===== config.mk =====
export PLATFORM = sky130hd
export DESIGN_NAME = tdd_trigger_top
export DESIGN_NICKNAME = d
export VERILOG_FILES = /design/src/rtl/tdd_pkg.sv /design/src/rtl/tdd_settle_if.sv /design/src/rtl/tdd_settle.sv /design/src/rtl/tdd_trigger_top.sv
export SDC_FILE = /design/constraint.sdc
export NUM_CORES = 1
export LEC_CHECK = 0
export BUFFER_PORTS_ARGS = -buffer_cell sky130_fd_sc_hd__buf_2
export CAP_MARGIN = 20
export CORE_ASPECT_RATIO = 1.2
export CORE_MARGIN = 2
export CORE_UTILIZATION = 45
export DETAILED_ROUTE_END_ITERATION = 16
export PLACE_DENSITY_LB_ADDON = 0.1
export SLEW_MARGIN = 20
export SYNTH_ARGS = -nofsm -noshare
export SYNTH_HDL_FRONTEND = slang
export SYNTH_SLANG_ARGS = --single-unit

===== constraint.sdc =====
create_clock -name clock_in -period 3.2 [get_ports clock_in]
set_clock_uncertainty 0.1 [all_clocks]
set_input_delay 0.32 -clock clock_in [delete_from_list [all_inputs] [get_ports clock_in]]
set_output_delay 0.32 -clock clock_in [all_outputs]
set_load 0.05 [all_outputs]

===== src/rtl/tdd_pkg.sv =====
// Shared constants and types for the trigger settle and decision point block
package tdd_pkg;
   localparam int WB_DW = 32;
   localparam int WB_AW = 8;
   localparam int LINES = 4;
   localparam int LINE_W = 9;
   // Register byte offsets
   localparam logic [7:0] REG_SETTLE = 8'h00;
   localparam logic [7:0] REG_LINE0 = 8'h04;
   localparam logic [7:0] REG_LINE1 = 8'h08;
   localparam logic [7:0] REG_FSEL = 8'h0C;
   localparam logic [7:0] REG_GRAB = 8'h10;
   localparam logic [7:0] REG_LATCHED = 8'h14;
   localparam logic [7:0] REG_STATUS = 8'h18;
   localparam logic [7:0] REG_MASK = 8'h1C;
   localparam logic [7:0] REG_VIDEO = 8'h20;
   // Settle mode field bits, two per line
   localparam int SETTLE_LONG_BIT = 0;
   localparam int SETTLE_DUAL_BIT = 1;
   localparam logic [7:0] SETTLE_RST = 8'h00;
   localparam logic [1:0] LOCK_SHORT_VB = 2'h1;
   localparam logic [1:0] LOCK_LONG_VB = 2'h2;
   // Field selection encodings
   localparam logic [1:0] FIRST_FIELD_SELECT = 2'h1;
   localparam logic [1:0] SECOND_FIELD_SELECT = 2'h2;
   localparam logic [1:0] ANY_FIELD_SELECT = 2'h3;
   localparam logic [1:0] FSEL_RST = ANY_FIELD_SELECT;
   localparam logic [8:0] LINE_MIN = 9'h001;
   localparam logic [8:0] LINE_MAX = 9'h100;
   localparam logic [8:0] LINE0_RST = 9'h009;
   localparam logic [8:0] LINE1_RST = 9'h008;
   // Status bit positions
   localparam int ST_DECIDE_BIT = 4;
   localparam int ST_GRAB_BIT = 5;
   localparam int ST_W = 6;

   typedef struct packed {
      logic deb;
      logic [1:0] lock;
      logic pend;
   } tdd_settle_s;

   typedef struct packed {
      logic vb_s1, vb_s2, vb_prev;
      logic hs_s1, hs_s2, hs_prev;
      logic fld_s1, fld_s2;
      logic [LINES-1:0] trig_s1, trig_s2;
      logic [LINE_W-1:0] line_cnt;
      logic [7:0] settle;
      logic [LINE_W-1:0] line0, line1;
      logic [1:0] fsel;
      logic grab_pend;
      logic grab_go;
      logic decide;
      logic [LINES-1:0] latched;
      logic [ST_W-1:0] status;
      logic [ST_W-1:0] mask;
      logic ack;
      logic [WB_DW-1:0] rdat;
   } tdd_top_s;
endpackage


===== src/rtl/tdd_settle_if.sv =====
// Signals between the top and one input line settle unit
`timescale 1ns/10ps
interface tdd_settle_if;
   logic [1:0] mode;
   logic level;
   logic vb_tick;
   logic consume;
   logic edge_pulse;
   logic pend;
   modport unit (input mode, input level, input vb_tick, input consume, output edge_pulse, output pend);
   modport ctl (output mode, output level, output vb_tick, output consume, input edge_pulse, input pend);
endinterface


===== src/rtl/tdd_settle.sv =====
// Settle lockout and edge latch for one digital input line
`timescale 1ns/10ps
module tdd_settle (
   input wire logic clock_in,
   input wire logic srst_in,
   tdd_settle_if.unit sif
);
   import tdd_pkg::*;
   tdd_settle_s st_ff, nxt_st;
   logic edge_w;

   function automatic logic [1:0] lock_len(input logic [1:0] mode);
      lock_len = mode[SETTLE_LONG_BIT] ? LOCK_LONG_VB : LOCK_SHORT_VB;
   endfunction

   always_comb begin
      nxt_st = st_ff;
      edge_w = 1'b0;
      if (sif.vb_tick && st_ff.lock != 2'h0) begin
         nxt_st.lock = st_ff.lock - 2'h1;
      end
      if (st_ff.lock == 2'h0 && sif.level != st_ff.deb) begin
         nxt_st.deb = sif.level;
         if (sif.level) begin
            edge_w = 1'b1;
            nxt_st.lock = lock_len(sif.mode);
         end else if (sif.mode[SETTLE_DUAL_BIT]) begin
            nxt_st.lock = lock_len(sif.mode);
         end
      end
      if (sif.consume) begin
         nxt_st.pend = 1'b0;
      end
      if (edge_w) begin
         nxt_st.pend = 1'b1;
      end
   end

   always_ff @(posedge clock_in) begin
      if (srst_in) begin
         st_ff <= '0;
      end else begin
         st_ff <= nxt_st;
      end
   end

   assign sif.edge_pulse = edge_w;
   assign sif.pend = st_ff.pend;

   a_lock_freeze: assert property (@(posedge clock_in) disable iff (srst_in)
      st_ff.lock != 2'h0 |=> st_ff.deb == $past(st_ff.deb))
      else $error("debounced level moved during lockout");
   a_edge_lock_len: assert property (@(posedge clock_in) disable iff (srst_in)
      edge_w |=> st_ff.lock == ($past(sif.mode[SETTLE_LONG_BIT]) ? LOCK_LONG_VB : LOCK_SHORT_VB))
      else $error("wrong lockout length after edge");
   a_return_free: assert property (@(posedge clock_in) disable iff (srst_in)
      (st_ff.lock == 2'h0 && st_ff.deb && !sif.level && !sif.mode[SETTLE_DUAL_BIT]) |=> st_ff.lock == 2'h0)
      else $error("return edge locked without dual mode");
   a_return_locked: assert property (@(posedge clock_in) disable iff (srst_in)
      (st_ff.lock == 2'h0 && st_ff.deb && !sif.level && sif.mode[SETTLE_DUAL_BIT]) |=> st_ff.lock != 2'h0)
      else $error("return edge not locked in dual mode");
endmodule


===== src/rtl/tdd_trigger_top.sv =====
// Trigger input settle, vertical blank decision point and Wishbone registers
`timescale 1ns/10ps
module tdd_trigger_top #(
   parameter bit HAS_CTRL = 1'b1
) (
   input wire logic clock_in,
   input wire logic srst_in,
   input wire logic wb_cyc_in,
   input wire logic wb_stb_in,
   input wire logic wb_we_in,
   input wire logic [tdd_pkg::WB_AW-1:0] wb_adr_in,
   input wire logic [tdd_pkg::WB_DW-1:0] wb_dat_in,
   input wire logic [3:0] wb_sel_in,
   output logic [tdd_pkg::WB_DW-1:0] wb_dat_out,
   output logic wb_ack_out,
   input wire logic vblank_in,
   input wire logic hsync_in,
   input wire logic field_in,
   input wire logic [tdd_pkg::LINES-1:0] trig_in,
   output logic queue_service_out,
   output logic grab_go_out,
   output logic [tdd_pkg::LINES-1:0] latched_out,
   output logic irq_out
);
   import tdd_pkg::*;

   tdd_top_s st_ff, nxt_st;
   logic [LINES-1:0] pend_w;
   logic [LINES-1:0] edge_w;
   logic vb_tick;
   logic hs_tick;
   logic hit;
   logic access;
   logic [WB_DW-1:0] wdat;
   logic [WB_DW-1:0] rsel;
   logic [LINE_W-1:0] target;
   logic fld_en;
   logic [LINE_W-1:0] line_next;

   // Byte-lane merge of write data into a register
   function automatic logic [WB_DW-1:0] wb_merge(input logic [WB_DW-1:0] old_v,
                                                 input logic [WB_DW-1:0] new_v,
                                                 input logic [3:0] sel);
      logic [WB_DW-1:0] r;
      r = old_v;
      for (int b = 0; b < 4; b++) begin
         if (sel[b]) begin
            r[b*8 +: 8] = new_v[b*8 +: 8];
         end
      end
      wb_merge = r;
   endfunction

   function automatic logic line_ok(input logic [LINE_W-1:0] v);
      line_ok = (v >= LINE_MIN) && (v <= LINE_MAX);
   endfunction

   generate
      for (genvar gi = 0; gi < LINES; gi++) begin : g_line
         tdd_settle_if sif();
         // Mode forced to zero without controls
         assign sif.mode = HAS_CTRL ? st_ff.settle[gi*2 +: 2] : 2'h0;
         assign sif.level = st_ff.trig_s2[gi];
         assign sif.vb_tick = vb_tick;
         assign sif.consume = hit;
         assign pend_w[gi] = sif.pend;
         assign edge_w[gi] = sif.edge_pulse;
         tdd_settle tdd_settle_i (
            .clock_in(clock_in),
            .srst_in(srst_in),
            .sif(sif)
         );
      end
   endgenerate

   assign vb_tick = st_ff.vb_s2 && !st_ff.vb_prev;
   assign hs_tick = st_ff.hs_s2 && !st_ff.hs_prev;
   assign line_next = (st_ff.line_cnt == {LINE_W{1'b1}}) ? st_ff.line_cnt : st_ff.line_cnt + 9'h001;
   assign target = st_ff.fld_s2 ? st_ff.line1 : st_ff.line0;
   assign fld_en = st_ff.fld_s2 ? st_ff.fsel[1] : st_ff.fsel[0];
   assign hit = hs_tick && st_ff.vb_s2 && fld_en && (line_next == target);
   assign access = wb_cyc_in && wb_stb_in && !st_ff.ack;

   always_comb begin
      rsel = '0;
      case (wb_adr_in)
         REG_SETTLE: begin
            rsel = {24'h000000, HAS_CTRL ? st_ff.settle : 8'h00};
         end
         REG_LINE0: begin
            rsel = {23'h000000, st_ff.line0};
         end
         REG_LINE1: begin
            rsel = {23'h000000, st_ff.line1};
         end
         REG_FSEL: begin
            rsel = {30'h00000000, st_ff.fsel};
         end
         REG_GRAB: begin
            rsel = {31'h00000000, st_ff.grab_pend};
         end
         REG_LATCHED: begin
            rsel = {24'h000000, pend_w, st_ff.latched};
         end
         REG_STATUS: begin
            rsel = {26'h0000000, st_ff.status};
         end
         REG_MASK: begin
            rsel = {26'h0000000, st_ff.mask};
         end
         REG_VIDEO: begin
            rsel = {20'h00000, st_ff.fld_s2, st_ff.vb_s2, 1'b0, st_ff.line_cnt};
         end
         default: begin
            rsel = '0;
         end
      endcase
   end

   always_comb begin
      nxt_st = st_ff;
      wdat = '0;
      nxt_st.vb_s1 = vblank_in;
      nxt_st.vb_s2 = st_ff.vb_s1;
      nxt_st.vb_prev = st_ff.vb_s2;
      nxt_st.hs_s1 = hsync_in;
      nxt_st.hs_s2 = st_ff.hs_s1;
      nxt_st.hs_prev = st_ff.hs_s2;
      nxt_st.fld_s1 = field_in;
      nxt_st.fld_s2 = st_ff.fld_s1;
      nxt_st.trig_s1 = trig_in;
      nxt_st.trig_s2 = st_ff.trig_s1;
      if (vb_tick) begin
         nxt_st.line_cnt = '0;
      end else if (hs_tick) begin
         nxt_st.line_cnt = line_next;
      end
      nxt_st.decide = hit;
      nxt_st.grab_go = 1'b0;
      if (hit) begin
         nxt_st.latched = pend_w;
         if (st_ff.grab_pend) begin
            nxt_st.grab_go = 1'b1;
            nxt_st.grab_pend = 1'b0;
         end
      end
      nxt_st.ack = access;
      nxt_st.rdat = access && !wb_we_in ? rsel : st_ff.rdat;
      if (access && wb_we_in) begin
         wdat = wb_merge(rsel, wb_dat_in, wb_sel_in);
         case (wb_adr_in)
            REG_SETTLE: begin
               if (HAS_CTRL) begin
                  nxt_st.settle = wdat[7:0];
               end
            end
            REG_LINE0: begin
               if (line_ok(wdat[LINE_W-1:0])) begin
                  nxt_st.line0 = wdat[LINE_W-1:0];
               end
            end
            REG_LINE1: begin
               if (line_ok(wdat[LINE_W-1:0])) begin
                  nxt_st.line1 = wdat[LINE_W-1:0];
               end
            end
            REG_FSEL: begin
               nxt_st.fsel = wdat[1:0];
            end
            REG_GRAB: begin
               if (wdat[0]) begin
                  nxt_st.grab_pend = 1'b1;
               end
            end
            REG_STATUS: begin
               nxt_st.status = st_ff.status & ~wdat[ST_W-1:0];
            end
            REG_MASK: begin
               nxt_st.mask = wdat[ST_W-1:0];
            end
            default: begin
            end
         endcase
      end
      // Events set after software clear so they win
      nxt_st.status[LINES-1:0] = nxt_st.status[LINES-1:0] | edge_w;
      nxt_st.status[ST_DECIDE_BIT] = nxt_st.status[ST_DECIDE_BIT] | hit;
      nxt_st.status[ST_GRAB_BIT] = nxt_st.status[ST_GRAB_BIT] | nxt_st.grab_go;
   end

   always_ff @(posedge clock_in) begin
      if (srst_in) begin
         st_ff <= '0;
         st_ff.settle <= SETTLE_RST;
         st_ff.line0 <= LINE0_RST;
         st_ff.line1 <= LINE1_RST;
         st_ff.fsel <= FSEL_RST;
      end else begin
         st_ff <= nxt_st;
      end
   end

   assign wb_dat_out = st_ff.rdat;
   assign wb_ack_out = st_ff.ack;
   assign queue_service_out = st_ff.decide;
   assign grab_go_out = st_ff.grab_go;
   assign latched_out = st_ff.latched;
   assign irq_out = |(st_ff.status & st_ff.mask);

   a_ack_next: assert property (@(posedge clock_in) disable iff (srst_in)
      (wb_cyc_in && wb_stb_in && !wb_ack_out) |=> wb_ack_out)
      else $error("no ack one cycle after request");
   a_ack_single: assert property (@(posedge clock_in) disable iff (srst_in)
      wb_ack_out |=> !wb_ack_out)
      else $error("ack held longer than one cycle");
   a_decide_latch: assert property (@(posedge clock_in) disable iff (srst_in)
      hit |=> queue_service_out && latched_out == $past(pend_w))
      else $error("edges not latched at decision point");
   a_consume_clear: assert property (@(posedge clock_in) disable iff (srst_in)
      hit |=> pend_w == $past(edge_w))
      else $error("latched edge not consumed at decision");
   a_grab_decide: assert property (@(posedge clock_in) disable iff (srst_in)
      (hit && st_ff.grab_pend) |=> grab_go_out ##1 !grab_go_out)
      else $error("pending grab not decided at decision point");
   a_line_range: assert property (@(posedge clock_in) disable iff (srst_in)
      line_ok(st_ff.line0) && line_ok(st_ff.line1))
      else $error("decision line out of range");
   a_build_zero: assert property (@(posedge clock_in) disable iff (srst_in)
      !HAS_CTRL |-> g_line[0].sif.mode == 2'h0 && rsel[7:0] == 8'h00 || wb_adr_in != REG_SETTLE)
      else $error("settle mode nonzero without controls");
   a_reset_mode: assert property (@(posedge clock_in)
      $past(srst_in) |-> st_ff.settle == SETTLE_RST)
      else $error("settle mode not zero after reset");
endmodule


# After elaboration in Yosys (flattened, before gate mapping)
# Index checks and enable logic that the tools add are counted.
# word_totals
regBits	101
inputBits	56
out_inout_bits	40
# classes
n_addsub	5
n_lt_le_gt_ge	2
n_eq_ne	14
muxes	49
bitwise	6
n_reduce_logical	42
# ops
cell	n
$pmux W12 S9	1
$mux W2	21
$eq A8 B5 Y1 const B	4
$mux W1	20
$logic_and A1 B1 Y1	18
$mux W9	2
$eq A8 B4 Y1 const B	2
$mux W8	2
$reduce_bool A2 Y1	8
$and A6 B6 Y6	2
$mux W12	1
$mux W6	2
$add A9 B1 Y9 const B	1
$eq A9 B9 Y1	1
$eq A9 B9 Y1 const B	1
$ge A9 B1 Y1 const B	1
$le A9 B9 Y1 const B	1
$eq A8 B3 Y1 const B	1
$eq A8 B6 Y1 const B	1
$logic_not A2 Y1	4
$logic_not A8 Y1	1
$sub A2 B1 Y2 const B	4
$not A6 Y6	1
$reduce_and A2 Y1	3
other kinds (7)	15

# Depth between registers and ports, before layout
# Gate-level depths: netlist of the first run.
# depth
word_depth	9
ltp_mapped	13

# By module
# A second synthesis of the first run with hierarchy kept.
# unflattened
cells_unflattened	650
hier_area_um2	5735.5
# modules_own_cells
mod	instances	cells_per_inst	area_each_um2	seq_area_each_um2
tdd_trigger_top	1	558	4794.6	1681.6
tdd_settle	4	23	235.2	80.1

# Worst setup path before layout of the first run
# Ideal clock, no wire load.
# synth_path
kind	reg-to-reg
startpoint	register st_ff[81] in the netlist's numbering
endpoint	register st_ff, in the netlist latched_out[2]
setup_time_ps	128
t_arrival_ps	2833
path_slack_ps	139
path_stages_with_launch	14
path_buffers	4
period_less_slack_ps	3061
cell_sequence	dfxtp_1 -> ha_1 -> buf_2 -> nand2_1 -> or4_4 -> clkbuf_1 -> mux2i_1 -> xnor2_1 -> nand4_1 -> or4_4 -> buf_6 -> buf_6 -> mux2i_1 -> nor2_1
# synth_between
elab_chain_len	4
elab_cells_between_ends	5
cone_classes	add/sub (1); eq/ne (2); mux (1); reduce/logical (1)
# synth_lines
item	line	source
start, declared	tdd_trigger_top.sv:27	tdd_top_s st_ff, nxt_st;
start signal, assigned	tdd_trigger_top.sv:199	st_ff <= nxt_st;
$add A9 B1 Y9 or $eq A9 B9 Y1 (tied branches)	tdd_trigger_top.sv:78	assign line_next = (st_ff.line_cnt == {LINE_W{1'b1}}) ? st_ff.line_cnt : st_ff.line_cnt + 9'h001;
$mux W9 (*)	tdd_trigger_top.sv:78	
$eq A9 B9 Y1 (*)	tdd_trigger_top.sv:81	assign hit = hs_tick && st_ff.vb_s2 && fld_en && (line_next == target);
$logic_and A1 B1 Y1 (*)	tdd_trigger_top.sv:81	
# Mark *: on every way between the ends. The rest lies on a longest branch, timed or not.
# A chain may end at the register's enable or synchronous reset.

# Worst setup path after layout of the first run
# layout_path
startpoint	register st_ff[85] in the netlist's numbering
endpoint	register st_ff, in the netlist latched_out[3]
# The elaborated chain is that of the path after synthesis.

==> flow_summary.ini, run 1 <==
[outcome]
status = finished clean

[logic_synthesis]
synth_compound_area_frac = 0.1355
yosysWarnings = 0
ys_seq_area_frac = 0.3777
muxShareOfSynthArea = 0.1213
synth_edf_count = 0
yosysTopAreaCellShare = 0.3777
avgSynthCellArea_um2 = 8.413
synth_fa_ha_area_frac = 0.01180
synth-seq-cells = 100
async_flop_share = 0
ys_types = 60
synth.area.top_cells = dfxtp_1, mux2i_1, nor2_1
synth_area_leader_cell = dfxtp_1
synth_top_family_by_area = simple AND/OR/NAND/NOR gates
synth-simple-area-share = 0.2304
synthesis.area_mm2 = 0.005300
synth-main-ff-cell = dfxtp_1
syn_inst = 630
synth-xor-area-share = 0.02975

[setup_path]
crit_end = latched_out[3]$_SDFFE_PP0P_
start_kind = register
r2r-end = latched_out[3]$_SDFFE_PP0P_
r2r-start = st_ff[85]$_SDFFE_PP0P_
rr_worst_depth = 8
critPathArrivalTime_ns = 2.96
crit_start = st_ff[85]$_SDFFE_PP0P_
crit_type = reg -> reg
required_ns = 3.31
path_max_fanout = 13
r2r_slack_ns = 0.35
worstSetupEndpointType = register

[grt]
antenna_found_initial = 0
grt_pass1_wl_um = 22090
grt_max_degree = 79
grt_pass1_vias = 4172
grt-ovfl-total = 0
grt_usage = 0.2314

[drt]
viasPerCell = 5.382
first_pass_iters = 5
routedWlPerCell_um = 16.67
drc = 0
drt_iter0_markers = 256
routed_wl_um = 13890
via_count = 4483
ant_nets = 0

[floorplanning]
initial_utilization = 0.4603
num_io_pins = 96
fp.dieH_um = 122.9
design.core.area_mm2 = 0.01151
rows = 43
die-area_mm2 = 0.01267
fp.dieW_um = 103.1

[placed_design]
gp_congestion = 0.9550
dpl_cell_area_mm2 = 0.005618
detailed_place_hpwl_um = 10510
io_buffer_count = 49
dp_cells = 818

[sta]
fmax_mhz = 350.8
final_max_slew_viol_count = 0
worst_pin_slew_ns = 0.9216
rsz0062_at_grt = false
fin_crit_ns = 2.851
finalSetupViolCount = 0
min_period_over_period = 0.8909
slew_headroom = 0.3833
finalSetupTns_ns = 0
hold_viol = 0

[clock_tree]
clk_pin_slew_worst_paths_ns = 0.07
clkLatencyLatePin_ns = 0.35
postCtsHoldBufs = 0
cts_root_buffer = clkbuf_16
cts_tree = yes
h-tree-depth = 3
cts_made_buffers = 9
cts_max_path_buffers = 2
clock_sinks = 100
cts_resized = 0
postCtsSetupBuffers = 0

[final_layout]
finalNetCount = 733
drive_gt1_frac = 0.1805
n_fill_cell = 1155
stdcell_count = 833
final_cell_area_mm2 = 0.005916
n_antenna_cell = 0
syn_to_final_growth_pct = 11.61

[flow_run]
max_cap_violations = 0

[power_and_ir_drop]
seqPwrFrac = 0.476
swShare = 0.2682
power.internal_mw = 1.987
leakagePower_nw = 2.388
p_sw_mw = 0.7281
clock_power_share = 0.406
power_mw = 2.715
ir_drop_v = 0.0002521
power_frac_comb = 0.118
power_density_mw_per_mm2 = 459.0

[hold_path]
min_path_type = in -> reg
-- layout make-up --
type | instances | area, um2 | share of cell area
clock buffer | 9 | 225.2 | 0.03807
clock inverter | 6 | 72.57 | 0.01227
inverter | 16 | 60.06 | 0.01015
multi-input combinational | 465 | 2882 | 0.4871
sequential | 100 | 2002 | 0.3384
tap | 157 | 196.4 | 0.03321
timing repair buffer | 80 | 478.0 | 0.08080
-- critical path, cell delays in order, from the launching register on --
cell and delay, ns:
dfxtp_1 0.49, nand2_1 0.11, or4_4 0.57, a21oi_2 0.16, o22ai_1 0.09, mux2_2 0.26
or4_4 0.67, mux2i_1 0.20, nor2_1 0.05
-- placed cells by master, fill, tap and decap left out, drive strengths merged, types with 5 or more instances in the layout --
| master | Yosys | final |
|---|---|---|
| a21oi | 41 | 41 |
| a22oi | 7 | 7 |
| and2 | 5 | 5 |
| buf | 53 | 80 |
| clkbuf | 16 | 9 |
| conb | 1 | 21 |
| dfxtp | 100 | 100 |
| ha | 5 | 5 |
| inv | 16 | 18 |
| mux2 | 16 | 16 |
| mux2i | 45 | 45 |
| nand2 | 55 | 55 |
| nand2b | 13 | 13 |
| nand3 | 12 | 12 |
| nand4 | 6 | 6 |
| nor2 | 86 | 86 |
| nor2b | 26 | 26 |
| nor3 | 22 | 22 |
| o21ai | 24 | 24 |
| xnor2 | 11 | 11 |
| xor2 | 7 | 7 |
-- registers in the layout, indices dropped and copies added (netlist names) --
name and cells:
wb_ack_out 1, g_line.tdd_settle_i.sif.pend 4, nxt_st 9, st_ff 45, grab_go_out 1, g_line.tdd_settle_i.st_ff 12, latched_out 4, g_line.sif.mode 8
g_line.sif.level 4, wb_dat_out 11, queue_service_out 1
-- power by group through the flow --
stage / combinational, mW / sequential, mW / clock [mW]
finish: 0.322 / 1.29 / 1.10
global route: 0.352 / 1.29 / 1.18
CTS: 0.322 / 1.29 / 1.13
detailed placement: 0.321 / 1.32 / 0
global placement: 0.315 / 1.32 / 0
floorplan: 0.257 / 1.32 / 0
-- worst min-delay path by stage --
stage | startpoint | slack, ns | to | cells past startpoint
6_report | trig_in[2] | 0.08 | nxt_st[91]$_SDFF_PP0_ | 2
3_5_place_dp | nxt_st[103]$_SDFF_PP0_ | 0.32 | nxt_st[102]$_SDFF_PP0_ | 1
3_3_place_gp | nxt_st[100]$_SDFF_PP0_ | 0.32 | nxt_st[99]$_SDFF_PP0_ | 1
4_1_cts | field_in | 0.08 | nxt_st[97]$_SDFF_PP0_ | 2
2_1_floorplan | nxt_st[89]$_SDFF_PP0_ | 0.31 | g_line[0].sif.level$_SDFF_PP0_ | 1
5_1_grt | trig_in[2] | 0.07 | nxt_st[91]$_SDFF_PP0_ | 2
-- stage by stage --
stage | util | worst slack (ns) | hold WS [ns]
finish | 0.5138 | 0.3492 | 0.08297
global route | 0.5138 | 0.1521 | 0.07490
CTS | 0.5138 | 0.3448 | 0.07763
detailed placement | 0.4879 | 0.05876 | 0.3231
global placement | 0.4879 | 0.06833 | 0.3189
floorplan | - | 0.1394 | 0.3138
-- synthesized netlist by cell type, types with 4 or more instances --
master,n
o311a_1,4
a21oi_1,40
inv_1,16
nand3_1,11
o21ai_0,23
nor2_1,86
nand2_1,55
xor2_1,7
nand4_1,6
dfxtp_1,100
a22oi_1,7
nor3_1,21
nor2b_1,26
buf_4,39
nand2b_1,13
mux2i_1,44
buf_2,9
xnor2_1,11
mux2_2,15
clkbuf_1,16
ha_1,5
and2_1,5
a221oi_1,4
-- cells by family after synthesis --
logic type	Yosys count
and+or+nand+nor	249
AOI/OAI and AO/OA	111
DFF	100
buffers and inverters	85
muxes	61
xor gates and xnor gates	18
adders and majority gates	5
other	1
-- metal layers --
metal / share of wire / vias to the layer above / global-route usage
met5: 0 / - / 0
met2: 0.49 / 108 / 0.3835
met3: 0.044 / 26 / 0.03929
met1: 0.44 / 2126 / 0.2995
met4: 0.027 / 0 / 0.08717
li1: - / 2223 / -
(Power assumes the default switching activity.)
==> run 2, diff against run 1 <==
--- a/config.mk
+++ b/config.mk
@@ -7,7 +7,7 @@
 export LEC_CHECK = 0
 export BUFFER_PORTS_ARGS = -buffer_cell sky130_fd_sc_hd__buf_2
 export CAP_MARGIN = 20
-export CORE_ASPECT_RATIO = 1.2
+export CORE_ASPECT_RATIO = 0.7
 export CORE_MARGIN = 2
 export CORE_UTILIZATION = 45
 export DETAILED_ROUTE_END_ITERATION = 16
==> run 2 against run 1 <==
  * Count of clock-buffer cells in the layout grew 1
  * Power decreased by 0.23%
  * Design area decreased by 0.13%
  * Combinational power grew 2%
  * Routed wire length increased by 3.1%
  * Fmax decreased by 2.4%
  * Worst setup slack lost 0.071 ns
  * Via count down 0.58%
  * Register-to-register slack lost 0.07 ns
  * Core utilization is 0.46 points lower
  * Critical path depth unchanged
  * Final cell count down 0.12%
==> flow_summary.ini, run 2 (same netlist as run 1, synthesis figures left out) <==
[outcome]
status = finished clean

[sta]
worst_pin_slew_ns = 0.8872
hold_viol = 0
finalSetupTns_ns = 0
finalSetupViolCount = 0
hold_slack_ns = 0.07305
fmax_mhz = 342.2
min_period_over_period = 0.9132
final_max_slew_viol_count = 0
rsz0062_at_grt = false
fin_crit_ns = 2.922
worst_slack_ns = 0.2778
slew_headroom = 0.4064

[clock_tree]
clk_pin_slew_worst_paths_ns = 0.07
clkLatencyLatePin_ns = 0.35
cts_tree = yes
h-tree-depth = 3
clock_sinks = 100
cts_max_path_buffers = 2
cts_resized = 0
postCtsSetupBuffers = 0
cts_root_buffer = clkbuf_16
postCtsHoldBufs = 0
cts_made_buffers = 9

[power_and_ir_drop]
power_density_mw_per_mm2 = 458.5
p_sw_mw = 0.7654
swShare = 0.2826
clock_power_share = 0.403
ir_drop_v = 0.0002501
leakagePower_nw = 2.392
power_frac_comb = 0.121
seqPwrFrac = 0.476
power.internal_mw = 1.944

[placed_design]
dp_slack_ns = 0.1761
gp_congestion = 0.8742
dp_cells = 816
detailed_place_hpwl_um = 10990
io_buffer_count = 49

[setup_path]
critPathArrivalTime_ns = 3.05
worstSetupEndpointType = register
r2r-start = st_ff[84]$_SDFFE_PP0P_
path_max_fanout = 13
r2r_slack_ns = 0.28
required_ns = 3.32
crit_type = reg -> reg
crit_start = st_ff[84]$_SDFFE_PP0P_
start_kind = register

[floorplanning]
num_io_pins = 96
fp.dieH_um = 94.80
rows = 33
initial_utilization = 0.4568
design.core.area_mm2 = 0.01160
die-area_mm2 = 0.01268
fp.dieW_um = 133.7

[grt]
grt_pass1_vias = 4076
grt_pass1_wl_um = 22030
antenna_found_initial = 0
grt_usage = 0.2290
grt-ovfl-total = 0
grt_max_degree = 58

[drt]
routedWlPerCell_um = 17.20
via_count = 4457
drc = 0
first_pass_iters = 4
viasPerCell = 5.357
drt_iter0_markers = 238
ant_nets = 0
routed_wl_um = 14310

[final_layout]
layout_common_cells = dfxtp_1, nor2_1, nand2_1
finalNetCount = 731
n_antenna_cell = 0
final-seq-area_mm2 = 0.002002
fin_util = 0.5092
largest_reg_flops = 45
drive_gt1_frac = 0.1793
syn_to_final_growth_pct = 11.47
n_fill_cell = 1171
stdcell_count = 832
multi_input_area_mm2 = 0.002882
regMostFlops = st_ff
final_common_cell = dfxtp_1

[hold_path]
min_path_type = in -> reg
min_from = trig_in[0]

[flow_run]
max_cap_violations = 0
## run 2: metal layers
layer,part of all wire,vias to the layer above,global-route usage
li1,-,2218,-
met1,0.49,2106,0.3227
met2,0.43,121,0.3457
met3,0.070,12,0.06495
met4,0.0094,0,0.05496
met5,0,-,0
## run 2: worst paths after layout
check,cells past startpoint,endpoint
worst max-delay path,8,latched_out[2]$_SDFFE_PP0P_
worst min-delay path,2,nxt_st[89]$_SDFF_PP0_
worst max register to register,8,latched_out[2]$_SDFFE_PP0P_
worst min register to register,1,g_line[2].sif.level$_SDFF_PP0_
## run 2: through the flow
step | instance area [um2] | total power [mW]
final | 5908 | 2.709
after global routing | 5908 | 2.807
after CTS | 5908 | 2.728
after detailed placement | 5615 | 1.644
after global placement | 5615 | 1.635
after floorplan | 5375 | 1.572
## run 2: layout make-up
type	instances	share of cell area
well taps	157	0.03325
clock inverters	6	0.009106
flip-flops and latches	100	0.3388
inverters	16	0.01017
clock buffers	10	0.04045
multi-input cells	465	0.4877
repair buffers	78	0.08047
## run 2: power by group through the flow
stage          sequential, mW  combinational (mW)  clock (mW)
6_report                 1.29               0.328        1.09
5_1_grt                  1.29               0.353        1.16
4_1_cts                  1.29               0.325        1.11
3_5_place_dp             1.32               0.324           0
3_3_place_gp             1.32               0.317           0
2_1_floorplan            1.32               0.257           0
## run 2: critical path, cell delays in order (launching register included)
cell	delay (ns)
dfxtp_1	0.47
nand3_2	0.13
or4_4	0.62
a21oi_2	0.18
o22ai_1	0.10
mux2_2	0.26
or4_4	0.67
mux2i_1	0.20
nor2_1	0.05
